## src/inc/mgb_map.vh

```
`ifndef MGB_MAP_VH
`define MGB_MAP_VH
// ************************************************************
// Register offsets
// ************************************************************
`define MGB_OFS_BEEP 7'h0a
`define MGB_OFS_PHONE 7'h0c
`define MGB_OFS_MIC 7'h0e
`define MGB_OFS_LINE 7'h10
`define MGB_OFS_DISC 7'h12
`define MGB_OFS_AUX 7'h16
`define MGB_OFS_FRONT 7'h18
`define MGB_OFS_RECSEL 7'h1a
// ************************************************************
// Reset values
// ************************************************************
`define MGB_RST_BEEP 16'h8000
`define MGB_RST_PHONE 16'h8008
`define MGB_RST_STEREO 16'h8888
`define MGB_RST_RECSEL 16'h0000
// ************************************************************
// Writable bit masks (reserved bits read as zero)
// ************************************************************
`define MGB_MASK_BEEP 16'hdffe
`define MGB_MASK_PHONE 16'h801f
`define MGB_MASK_STEREO 16'h9f9f
`define MGB_MASK_MIC 16'h9fdf
`define MGB_MASK_RECSEL 16'h0707
// ************************************************************
// Field positions
// ************************************************************
`define MGB_LEFT_MUTE 15
`define MGB_LEFT_GAIN_HI 12
`define MGB_LEFT_GAIN_LO 8
`define MGB_RIGHT_MUTE 7
`define MGB_RIGHT_GAIN_HI 4
`define MGB_RIGHT_GAIN_LO 0
`define MGB_MIC_BOOST 6
`define MGB_BEEP_MUTE 15
`define MGB_BEEP_SRC 14
`define MGB_BEEP_FREQ_HI 12
`define MGB_BEEP_FREQ_LO 5
`define MGB_BEEP_VOL_HI 4
`define MGB_BEEP_VOL_LO 1
`define MGB_LSRC_HI 10
`define MGB_LSRC_LO 8
`define MGB_RSRC_HI 2
`define MGB_RSRC_LO 0
// ************************************************************
// Timing: 48 kHz reference tick from the 25 MHz clock
// ************************************************************
`define MGB_CLK_HZ 25000000
`define MGB_TONE_REF_HZ 48000
`define MGB_TONE_REF_DIV (`MGB_CLK_HZ / `MGB_TONE_REF_HZ)
// Last count of the reference divider, one below the divide ratio of 520.
`define MGB_TONE_REF_LAST 10'd519
`define MGB_BOOST_SEL_20DB 2'b00
`define MGB_BOOST_SEL_10DB 2'b01
`endif

```

## src/verilog/mgb_regs.v

```verilog
`timescale 1ns/1ps
`include "mgb_map.vh"

module mgb_regs (
  input wire clk_sys,
  input wire nrst,
  input wire reg_wr,
  input wire reg_rd,
  input wire [6:0] reg_addr,
  input wire [15:0] reg_wdata,
  output reg [15:0] reg_rdata,
  output reg reg_rvalid,
  input wire beep_analog_input,
  input wire [1:0] boost_level_select,
  output reg beep_to_outputs,
  output reg beep_active,
  output reg [3:0] beep_volume,
  output reg phone_mute,
  output reg [4:0] phone_gain,
  output reg [9:0] mic_left_ctl,
  output reg [9:0] mic_right_ctl,
  output reg [4:0] mic_boost_db,
  output reg [11:0] line_ctl,
  output reg [11:0] disc_ctl,
  output reg [11:0] aux_ctl,
  output reg [11:0] front_ctl,
  output reg [2:0] left_record_source,
  output reg [2:0] right_record_source
);

  // ************************************************************
  // Register storage
  // ************************************************************
  reg [15:0] beep_r;
  reg [15:0] phone_r;
  reg [15:0] mic_r;
  reg [15:0] line_r;
  reg [15:0] disc_r;
  reg [15:0] aux_r;
  reg [15:0] front_r;
  reg [15:0] recsel_r;
  reg [15:0] rdata_nxt;

  // Reserved bits are masked on write so they always read back as zero.
  always @(posedge clk_sys or negedge nrst) begin
    if (!nrst) begin
      beep_r <= `MGB_RST_BEEP;
      phone_r <= `MGB_RST_PHONE;
      mic_r <= `MGB_RST_STEREO;
      line_r <= `MGB_RST_STEREO;
      disc_r <= `MGB_RST_STEREO;
      aux_r <= `MGB_RST_STEREO;
      front_r <= `MGB_RST_STEREO;
      recsel_r <= `MGB_RST_RECSEL;
    end else if (reg_wr) begin
      case (reg_addr)
        `MGB_OFS_BEEP: beep_r <= reg_wdata & `MGB_MASK_BEEP;
        `MGB_OFS_PHONE: phone_r <= reg_wdata & `MGB_MASK_PHONE;
        `MGB_OFS_MIC: mic_r <= reg_wdata & `MGB_MASK_MIC;
        `MGB_OFS_LINE: line_r <= reg_wdata & `MGB_MASK_STEREO;
        `MGB_OFS_DISC: disc_r <= reg_wdata & `MGB_MASK_STEREO;
        `MGB_OFS_AUX: aux_r <= reg_wdata & `MGB_MASK_STEREO;
        `MGB_OFS_FRONT: front_r <= reg_wdata & `MGB_MASK_STEREO;
        `MGB_OFS_RECSEL: recsel_r <= reg_wdata & `MGB_MASK_RECSEL;
        default: begin
        end
      endcase
    end
  end

  // ************************************************************
  // Read path
  // ************************************************************
  always @* begin
    case (reg_addr)
      `MGB_OFS_BEEP: rdata_nxt = beep_r;
      `MGB_OFS_PHONE: rdata_nxt = phone_r;
      `MGB_OFS_MIC: rdata_nxt = mic_r;
      `MGB_OFS_LINE: rdata_nxt = line_r;
      `MGB_OFS_DISC: rdata_nxt = disc_r;
      `MGB_OFS_AUX: rdata_nxt = aux_r;
      `MGB_OFS_FRONT: rdata_nxt = front_r;
      `MGB_OFS_RECSEL: rdata_nxt = recsel_r;
      default: rdata_nxt = 16'h0000;
    endcase
  end

  always @(posedge clk_sys or negedge nrst) begin
    if (!nrst) begin
      reg_rdata <= 16'h0000;
      reg_rvalid <= 1'b0;
    end else begin
      reg_rvalid <= reg_rd;
      if (reg_rd) begin
        reg_rdata <= rdata_nxt;
      end
    end
  end

  // ************************************************************
  // Tone generator
  // ************************************************************
  // A 48 kHz tick comes from a divider; the half period is 2*F ticks, so
  // one full period is 4*F ticks of the reference.
  reg [9:0] ref_cnt_r;
  reg ref_tick_r;
  reg [8:0] half_cnt_r;
  reg tone_r;
  wire [7:0] freq = beep_r[`MGB_BEEP_FREQ_HI:`MGB_BEEP_FREQ_LO];
  wire [8:0] half_len = {freq, 1'b0};

  always @(posedge clk_sys or negedge nrst) begin
    if (!nrst) begin
      ref_cnt_r <= 10'h000;
      ref_tick_r <= 1'b0;
    end else if (ref_cnt_r == `MGB_TONE_REF_LAST) begin
      ref_cnt_r <= 10'h000;
      ref_tick_r <= 1'b1;
    end else begin
      ref_cnt_r <= ref_cnt_r + 10'h001;
      ref_tick_r <= 1'b0;
    end
  end

  always @(posedge clk_sys or negedge nrst) begin
    if (!nrst) begin
      half_cnt_r <= 9'h000;
      tone_r <= 1'b0;
    end else if (freq == 8'h00) begin
      half_cnt_r <= 9'h000;
      tone_r <= 1'b0;
    end else if (ref_tick_r) begin
      if (half_cnt_r >= half_len - 9'h001) begin
        half_cnt_r <= 9'h000;
        tone_r <= ~tone_r;
      end else begin
        half_cnt_r <= half_cnt_r + 9'h001;
      end
    end
  end

  // ************************************************************
  // Beep routing and mixer controls
  // ************************************************************
  // Reset bypass is asynchronous in the analog part; here only the flag
  // beep_to_outputs is driven high while nrst is low, not the raw pin level.
  wire beep_src = beep_r[`MGB_BEEP_SRC] ? beep_analog_input : tone_r;

  always @(posedge clk_sys or negedge nrst) begin
    if (!nrst) begin
      beep_to_outputs <= 1'b1;
      beep_active <= 1'b0;
      beep_volume <= 4'h0;
      phone_mute <= 1'b1;
      phone_gain <= 5'h08;
      mic_left_ctl <= 10'h000;
      mic_right_ctl <= 10'h000;
      mic_boost_db <= 5'h00;
      line_ctl <= 12'h000;
      disc_ctl <= 12'h000;
      aux_ctl <= 12'h000;
      front_ctl <= 12'h000;
      left_record_source <= 3'h0;
      right_record_source <= 3'h0;
    end else begin
      beep_to_outputs <= 1'b0;
      beep_active <= ~beep_r[`MGB_BEEP_MUTE] & beep_src;
      beep_volume <= beep_r[`MGB_BEEP_VOL_HI:`MGB_BEEP_VOL_LO];
      phone_mute <= phone_r[`MGB_LEFT_MUTE];
      phone_gain <= phone_r[`MGB_RIGHT_GAIN_HI:`MGB_RIGHT_GAIN_LO];
      mic_left_ctl <= {5'h00, mic_r[`MGB_LEFT_MUTE], mic_r[11:8]} |
        {mic_r[`MGB_LEFT_GAIN_HI], 9'h000};
      mic_right_ctl <= {5'h00, mic_r[`MGB_RIGHT_MUTE], mic_r[3:0]} |
        {mic_r[`MGB_RIGHT_GAIN_HI], 9'h000};
      if (!mic_r[`MGB_MIC_BOOST]) begin
        mic_boost_db <= 5'd0;
      end else if (boost_level_select == `MGB_BOOST_SEL_20DB) begin
        mic_boost_db <= 5'd20;
      end else if (boost_level_select == `MGB_BOOST_SEL_10DB) begin
        mic_boost_db <= 5'd10;
      end else begin
        mic_boost_db <= 5'd0;
      end
      line_ctl <= {line_r[15], line_r[12:8], line_r[7], line_r[4:0]};
      disc_ctl <= {disc_r[15], disc_r[12:8], disc_r[7], disc_r[4:0]};
      aux_ctl <= {aux_r[15], aux_r[12:8], aux_r[7], aux_r[4:0]};
      front_ctl <= {front_r[15], front_r[12:8], front_r[7], front_r[4:0]};
      left_record_source <= recsel_r[`MGB_LSRC_HI:`MGB_LSRC_LO];
      right_record_source <= recsel_r[`MGB_RSRC_HI:`MGB_RSRC_LO];
    end
  end

endmodule // mgb_regs

```

## config.mk

```make
export PLATFORM = sky130hd
export DESIGN_NAME = mgb_regs
export DESIGN_NICKNAME = d
export VERILOG_FILES = /design/src/verilog/mgb_regs.v
export VERILOG_INCLUDE_DIRS = /design/src /design/src/inc
export SDC_FILE = /design/constraint.sdc
export NUM_CORES = 1
export LEC_CHECK = 0
export CORE_UTILIZATION = 25
export CTS_CLUSTER_SIZE = 20
export DETAILED_ROUTE_END_ITERATION = 10
export DONT_BUFFER_PORTS = 1
export GPL_ROUTABILITY_DRIVEN = 0
export PLACE_DENSITY = 0.41
export SLEW_MARGIN = 20
export SYNTH_ARGS = -nofsm -noshare
export SYNTH_HDL_FRONTEND = slang
export SYNTH_SLANG_ARGS = --single-unit
```

## constraint.sdc

```tcl
create_clock -name clk_sys -period 3.39 [get_ports clk_sys]
set_input_delay 0.678 -clock clk_sys [delete_from_list [all_inputs] [get_ports clk_sys]]
set_output_delay 0.678 -clock clk_sys [all_outputs]
set_load 0.02 [all_outputs]
```

==> results.md, run 1 <==
* Outcome: complete, but fails checks
* Failing checks: negative hold slack
* Lkg Pwr at 4.30 nW
* Die Span Y at 181 um
* Chip Width at 181 um
* Reg power frac at 49.6%
* Seq/Total Area, Yosys at 63.9%
* Post-Route WL at 21900 um
* Initial DRC Count at 319
* Final setup skew at 0.0232 ns
* Max reg flops at 15
* GR Overflow Total at 0
* Vias/cell at 4.78
* DRC at 0
* Period Utilization, post-route at 87.7%
* Sw frac at 23.6%
* Kind of end point of the critical path: flip-flop
* CP startpoint kind: flip-flop
* First-pass iteration count of the detailed router at 5
* Setup TNS Final at 0 ns
* Resized cells post-CTS at 0
* Worst skew pair latency at 0.53 ns
* Average wire per standard cell at 21.6 um
* Storage element area at 5140 um^2
* Ant. Diodes at 0
* Worst slew margin at 45.3%
* Async S/R FF share, synth at 100%
* Count of cell types in the netlist at 54
* Data required, critical path at 3.84 ns
* RSZ-0062 raised after global routing: false
* Critical path arrival at 3.42 ns
* Placed cell areas at 8500 um^2
* Worst reg2reg setup slack at 0.42 ns
* Clk pin slew, worst setup/hold paths at 0.06 ns
* Initial core utilization at 25.5%
* Fill count at 3174
* Top reg by flops: reg_rdata
* Area of the multi-input gates at 2710 um^2
* Final HPWL DP at 14700 um
* Psw at 0.00135 W
* Crit path kind: reg -> reg
* Mean Syn Cell Area at 14.0 um^2
* Share of layout cells above drive strength 1 at 29.6%
* Post-synth EDFFs at 0
* Clk sinks at 204
* Largest net degree at the start of global routing at 205
* Final Max Slew Viols at 0
* Number of buffers added on ports at 0
* PwrDens at 612 nW/um^2
* Combinational share of power at 4.3%
* Final Critical Period at 2.97 ns
* Final Cell Area at 9330 um^2
* Max-cap viol count at 0
* Root buf cell: clkbuf_16
* Slew @ Worst Pin at 0.820 ns
* Initial antenna violation count at 0
* Detail Route Antenna Nets at 0
* Layout area overhead at 16.1%
* DR vias at 4847
* Largest regs: reg_rdata (15), beep_r (14), mic_r (13)
* Setup Buffers After CTS at 0
* Die area at 32900 um^2
* Internal power at 0.00436 W
* Final hold violation count at 178
* Final net count at 634
* Vias in the first global route at 5088
* Hold crit path type: in -> async
* Cells after Synth at 572
* Peak supply drop at 0.313 mV
* Num CTS Buffers at 24
* Rows at 65
* Min Hold Slack at -0.156 ns
* GRT Total Usage at 13.5%
* Top_reg_cell synth: dfrtp_1
* H-tree levels at 1
* #FFs+latches synth at 204
* First-pass GRT wire length at 33400 um
* Syn. warnings at 0
* Setup-failing EPs final at 0
* IO Pins at 138
* Crit Path Max Fanout at 9
* Max Freq at 336 MHz
* Clock tree buffer depth at 3
* Core area at 31600 um^2
* CTS tree: built
* Clk network pwr share at 46.1%
* Post-Syn Area at 8030 um^2
## cell families after synthesis
kind of cell / synth area share, %
buf+inv: 2.83
fa+ha+maj: 1.71
other cells: 0.0467
xor+xnor: 1.53
flops: 63.9
mux: 15.7
compound gates: 6.77
simple gates: 7.41
## through the flow
stage	total power [W]	std cells	utilization [%]	hold WS [ns]	setup slack, ns
6_report	0.00570	1013	29.6	-0.156	0.416
3_3_place_gp	0.00311	969	26.9	0.368	0.493
2_1_floorplan	0.00304	582	-	0.358	0.910
4_1_cts	0.00580	1013	29.6	-0.180	0.456
3_5_place_dp	0.00312	969	26.9	0.368	0.464
5_1_grt	0.00594	1013	29.6	-0.175	0.120
## synthesized netlist by cell type, types with 4 or more instances
master,n,area [um^2]
dfrtp_1,178,4450
mux2_2,91,1020
dfstp_2,26,683
mux2i_1,24,240
nand2_1,24,90.1
nand3_1,22,110
o21ai_0,16,80.1
a21oi_1,15,75.1
nor2_1,15,56.3
buf_4,12,90.1
ha_1,11,138
nand4_1,10,62.6
nor3_1,10,50.1
a22o_1,8,70.1
a22oi_1,8,60.1
xor2_1,8,70.1
inv_1,7,26.3
buf_1,6,22.5
xnor2_1,6,52.6
buf_2,5,25.0
clkbuf_1,5,18.8
o22a_1,5,43.8
buf_6,4,45.0
## worst max-delay path, cell delays in order (launching register included)
cell,delay (ns)
dfrtp_1,0.45
nor3_1,0.31
nand2_1,0.14
nor3_1,0.19
xnor2_1,0.16
ha_1,0.28
a21oi_1,0.16
o21ai_0,0.16
a21oi_1,0.54
buf_4,0.26
nand3_1,0.09
a31oi_1,0.18
## per-layer routing
metal,GRT usage (%),wire length (um),up-vias,share of wire (%)
met4,4.41,610,0,2.8
met2,22.1,10600,153,49
met1,17.3,9180,2555,42
met3,3.65,1440,36,6.6
met5,0,0,-,0
li1,-,-,2103,-
## cell usage in the layout, fill, tap and decap left out, types with 3 or more instances in the layout
master,n
dfrtp_1,178
mux2_2,91
dfstp_2,26
nand2_1,24
mux2i_1,24
clkbuf_16,24
nand3_1,22
buf_4,17
o21ai_0,16
nor2_1,15
a21oi_1,15
ha_1,11
conb_1,11
nor3_1,10
nand4_1,10
xor2_1,8
a22o_1,8
a22oi_1,8
inv_1,7
clkbuf_8,7
xnor2_1,6
o22a_1,5
clkinv_2,4
clkbuf_1,4
nand4b_1,3
nor4_1,3
nor3b_1,3
a221oi_1,3
and3_1,3
a211oi_1,3
a31oi_1,3
## path summary, 6_finish.rpt
path | from | to | cells past startpoint
setup / recovery | beep_r[7]$_DFFE_PN0P_ | half_cnt_r[6]$_DFFE_PN0P_ | 11
hold / removal | nrst | line_ctl[1]$_DFF_PN0_ | 0
setup reg to reg | beep_r[7]$_DFFE_PN0P_ | half_cnt_r[6]$_DFFE_PN0P_ | 11
hold reg to reg | phone_r[15]$_DFFE_PN1P_ | phone_mute$_DFF_PN1_ | 0
max in group asynchronous | nrst | front_r[11]$_DFFE_PN1P_ | 0
min in group clk_sys | reg_rd | reg_rvalid$_DFF_PN0_ | 0
## power groups by stage
stage,clock (W),sequential [W],combinational (W)
6_report,0.00263,0.00283,0.000243
5_1_grt,0.00282,0.00285,0.000269
4_1_cts,0.00272,0.00283,0.000244
3_5_place_dp,0,0.00288,0.000243
3_3_place_gp,0,0.00287,0.000235
2_1_floorplan,0,0.00282,0.000219
## final cells by class
type | instances | share of cell area (%)
Sequential cell | 204 | 55.1
Multi-Input combinational cell | 339 | 29.0
Clock buffer | 35 | 7.63
Tap cell | 402 | 5.39
Timing Repair Buffer | 17 | 1.37
Clock inverter | 9 | 1.21
Inverter | 7 | 0.282
(Power assumes the default switching activity.)
==> run 2: changes to the inputs <==
- CTS_BUF_LIST: not set -> sky130_fd_sc_hd__clkbuf_4
- HOLD_SLACK_MARGIN: not set -> 0.06
==> run 2 against run 1 <==
The flow still finishes with violations (negative hold slack). Critical path type unchanged. Clock power down 9.9%. Largest cell class unchanged. Via count increased by 5.8%. Worst hold slack got worse by 0.17 ns. Global-route usage increased by 0.55 points. Combinational power grew 9.9%. Final cell count increased by 8.1%. Clock skew grew 0.044 ns.
==> results.md, run 2 (synthesis gave the netlist of run 1 again) <==
* CTS tree: built (unchanged)
* Min Hold Slack at -0.322 ns (was -0.156 ns)
* Clk sinks at 204 (unchanged)
* GR Layer Usage met1 at 17.4% (was 17.3%)
* Data required, critical path at 4.00 ns (was 3.84 ns)
* Setup-failing EPs final at 0 (unchanged)
* Rows at 65 (unchanged)
* GR Util met3 at 5.02% (was 3.65%)
* Detail Route Antenna Nets at 0 (unchanged)
* Crit Path Max Fanout at 9 (unchanged)
* Outcome: complete, but fails checks (unchanged)
* Worst slew margin at 45.2% (was 45.3%)
* Layout area overhead at 17.8% (was 16.1%)
* RSZ-0062 raised after global routing: false (unchanged)
* Max Freq at 339 MHz (was 336 MHz)
* H-tree levels at 2 (was 1)
* Most common cell after layout, fill and taps aside: dfrtp_1 (unchanged)
* Sw frac at 25.4% (was 23.6%)
* Average wire per standard cell at 20.6 um (was 21.6 um)
* Hold crit path type: in -> async (unchanged)
* Fill count at 3191 (was 3174)
* Kind of end point of the critical path: flip-flop (unchanged)
* Number of buffers added on ports at 0 (unchanged)
* Clk network pwr share at 43.4% (was 46.1%)
* Final Max Slew Viols at 0 (unchanged)
* GRT Total Usage at 14.1% (was 13.5%)
* Most frequent cells in the layout: 178 x dfrtp_1, 93 x clkbuf_4, 91 x mux2_2 (was 178 x dfrtp_1, 91 x mux2_2, 26 x dfstp_2)
* Peak supply drop at 0.257 mV (was 0.313 mV)
* DRC at 0 (unchanged)
* Largest regs: reg_rdata (15), beep_r (14), mic_r (13) (unchanged)
* Slew @ Worst Pin at 0.815 ns (was 0.820 ns)
* Initial DRC Count at 352 (was 319)
* Psw at 0.00139 W (was 0.00135 W)
* Design Power at 0.00547 W (was 0.00570 W)
* DR vias at 5127 (was 4847)
* Num CTS Buffers at 57 (was 24)
* Root buf cell: clkbuf_4 (was clkbuf_16)
* Initial antenna violation count at 1 (was 0)
* Lkg Pwr at 4.44 nW (was 4.30 nW)
* Final hold violation count at 196 (was 178)
* Clk pin slew, worst setup/hold paths at 0.07 ns (was 0.06 ns)
* Share of layout cells above drive strength 1 at 34.5% (was 29.6%)
* Final HPWL DP at 14700 um (unchanged)
* Grt met2 use at 22.3% (was 22.1%)
* Max-cap viol count at 0 (unchanged)
* CTS hold repair buffers at 17
* Clock tree buffer depth at 3 (unchanged)
* Gr busiest metal: met2 (unchanged)
* Slowest CP cell: a21oi_1 (unchanged)
* Initial core utilization at 25.5% (unchanged)
* Setup TNS Final at 0 ns (unchanged)
* Largest net degree at the start of global routing at 205 (unchanged)
* Resized cells post-CTS at 0 (unchanged)
* Dpl cells at 969 (unchanged)
* GR Overflow Total at 0 (unchanged)
* Worst setup margin at 0.444 ns (was 0.416 ns)
* DP Worst Slack at 0.464 ns (unchanged)
* Internal power at 0.00408 W (was 0.00436 W)
* Post-Route WL at 22500 um (was 21900 um)
* Vias/cell at 4.68 (was 4.78)
* Final net count at 684 (was 634)
* Fin util at 30.0% (was 29.6%)
* First-pass GRT wire length at 34500 um (was 33400 um)
* PwrDens at 577 nW/um^2 (was 612 nW/um^2)
* Period Utilization, post-route at 86.9% (was 87.7%)
* IO Pins at 138 (unchanged)
* Max reg flops at 15 (unchanged)
* Final setup skew at 0.0670 ns (was 0.0232 ns)
* Top reg by flops: reg_rdata (unchanged)
* Combinational share of power at 4.9% (was 4.3%)
* Crit path cell chain: nor3_1 > nand2_1 > nor3_1 > xnor2_1 > ha_1 > a21oi_1 > o21ai_0 > a21oi_1 > buf_4 > nand3_1 > a31oi_1 (unchanged)
* Final Non-Filler Cells at 1095 (was 1013)
* CP startpoint kind: flip-flop (unchanged)
* Reg power frac at 51.7% (was 49.6%)
* Core area at 31600 um^2 (unchanged)
* Vias in the first global route at 5445 (was 5088)
* Die Span Y at 181 um (unchanged)
* Failing checks: negative hold slack (unchanged)
* Crit path kind: reg -> reg (unchanged)
* Critical path arrival at 3.55 ns (was 3.42 ns)
* First-pass iteration count of the detailed router at 5 (unchanged)
* Max incr delay on CP at 0.54 ns (about the same)
* Worst skew pair latency at 0.69 ns (was 0.53 ns)
* Final Critical Period at 2.95 ns (was 2.97 ns)
* Setup Buffers After CTS at 0 (unchanged)
* Die area at 32900 um^2 (unchanged)
* Chip Width at 181 um (unchanged)
-- run 2: cell types whose count changed in the layout (fill, tap and decap cells not counted), sizes merged --
cell / delta
bufinv: -1
clkbuf: +58
dlygate4sd3: +17
clkinv: +7
diode: +1
-- run 2: cell type report --
type / instances / area [um^2] / area share, %
flip-flops and latches: 204 / 5140 / 54.3
multi-input cells: 339 / 2710 / 28.6
clock buffers: 93 / 698 / 7.38
well taps: 402 / 503 / 5.31
repair buffers: 34 / 298 / 3.15
clock inverters: 15 / 93.8 / 0.991
inverters: 7 / 26.3 / 0.278
diodes: 1 / 2.50 / 0.0264
-- run 2: critical path: cells and delay by family (launching register included) --
kind            cells  cell delay [ns]
buf+inv             1             0.26
simple gates        4             0.73
xor+xnor            1             0.16
fa+ha+maj           1             0.28
flops               1             0.46
compound gates      4             1.03
-- run 2: per-layer routing --
layer / part of all wire [%] / vias to the layer above
li1: - / 2249
met1: 42 / 2654
met2: 48 / 188
met3: 7.5 / 36
met4: 2.2 / 0
met5: 0 / -
-- run 2: power groups by stage --
stage	clock network [W]	registers (W)	logic, W
finish	0.00237	0.00283	0.000267
global route	0.00261	0.00285	0.000296
CTS	0.00248	0.00283	0.000270
detailed placement	0	0.00288	0.000243
global placement	0	0.00287	0.000235
floorplan	0	0.00282	0.000219
-- run 2: path summary, 6_finish.rpt --
kind / startpoint / endpoint / slack, ns / depth (start not counted)
max: beep_r[7]$_DFFE_PN0P_ / half_cnt_r[6]$_DFFE_PN0P_ / 0.44 / 11
min: nrst / front_ctl[1]$_DFF_PN0_ / -0.32 / 0
max reg2reg: beep_r[7]$_DFFE_PN0P_ / half_cnt_r[6]$_DFFE_PN0P_ / 0.44 / 11
min reg2reg: front_r[7]$_DFFE_PN1P_ / front_ctl[5]$_DFF_PN0_ / 0.35 / 0
max in group asynchronous: nrst / mic_r[7]$_DFFE_PN1P_ / 3.28 / 0
min in group clk_sys: reg_wdata[10] / line_r[10]$_DFFE_PN0P_ / 0.15 / 1
-- run 2: metrics by stage --
stage	hold WS, ns	cell area (um^2)
5_1_grt	-0.420	9470
3_5_place_dp	0.368	8500
3_3_place_gp	0.368	8500
6_report	-0.322	9470
4_1_cts	-0.428	9460
2_1_floorplan	0.358	8070
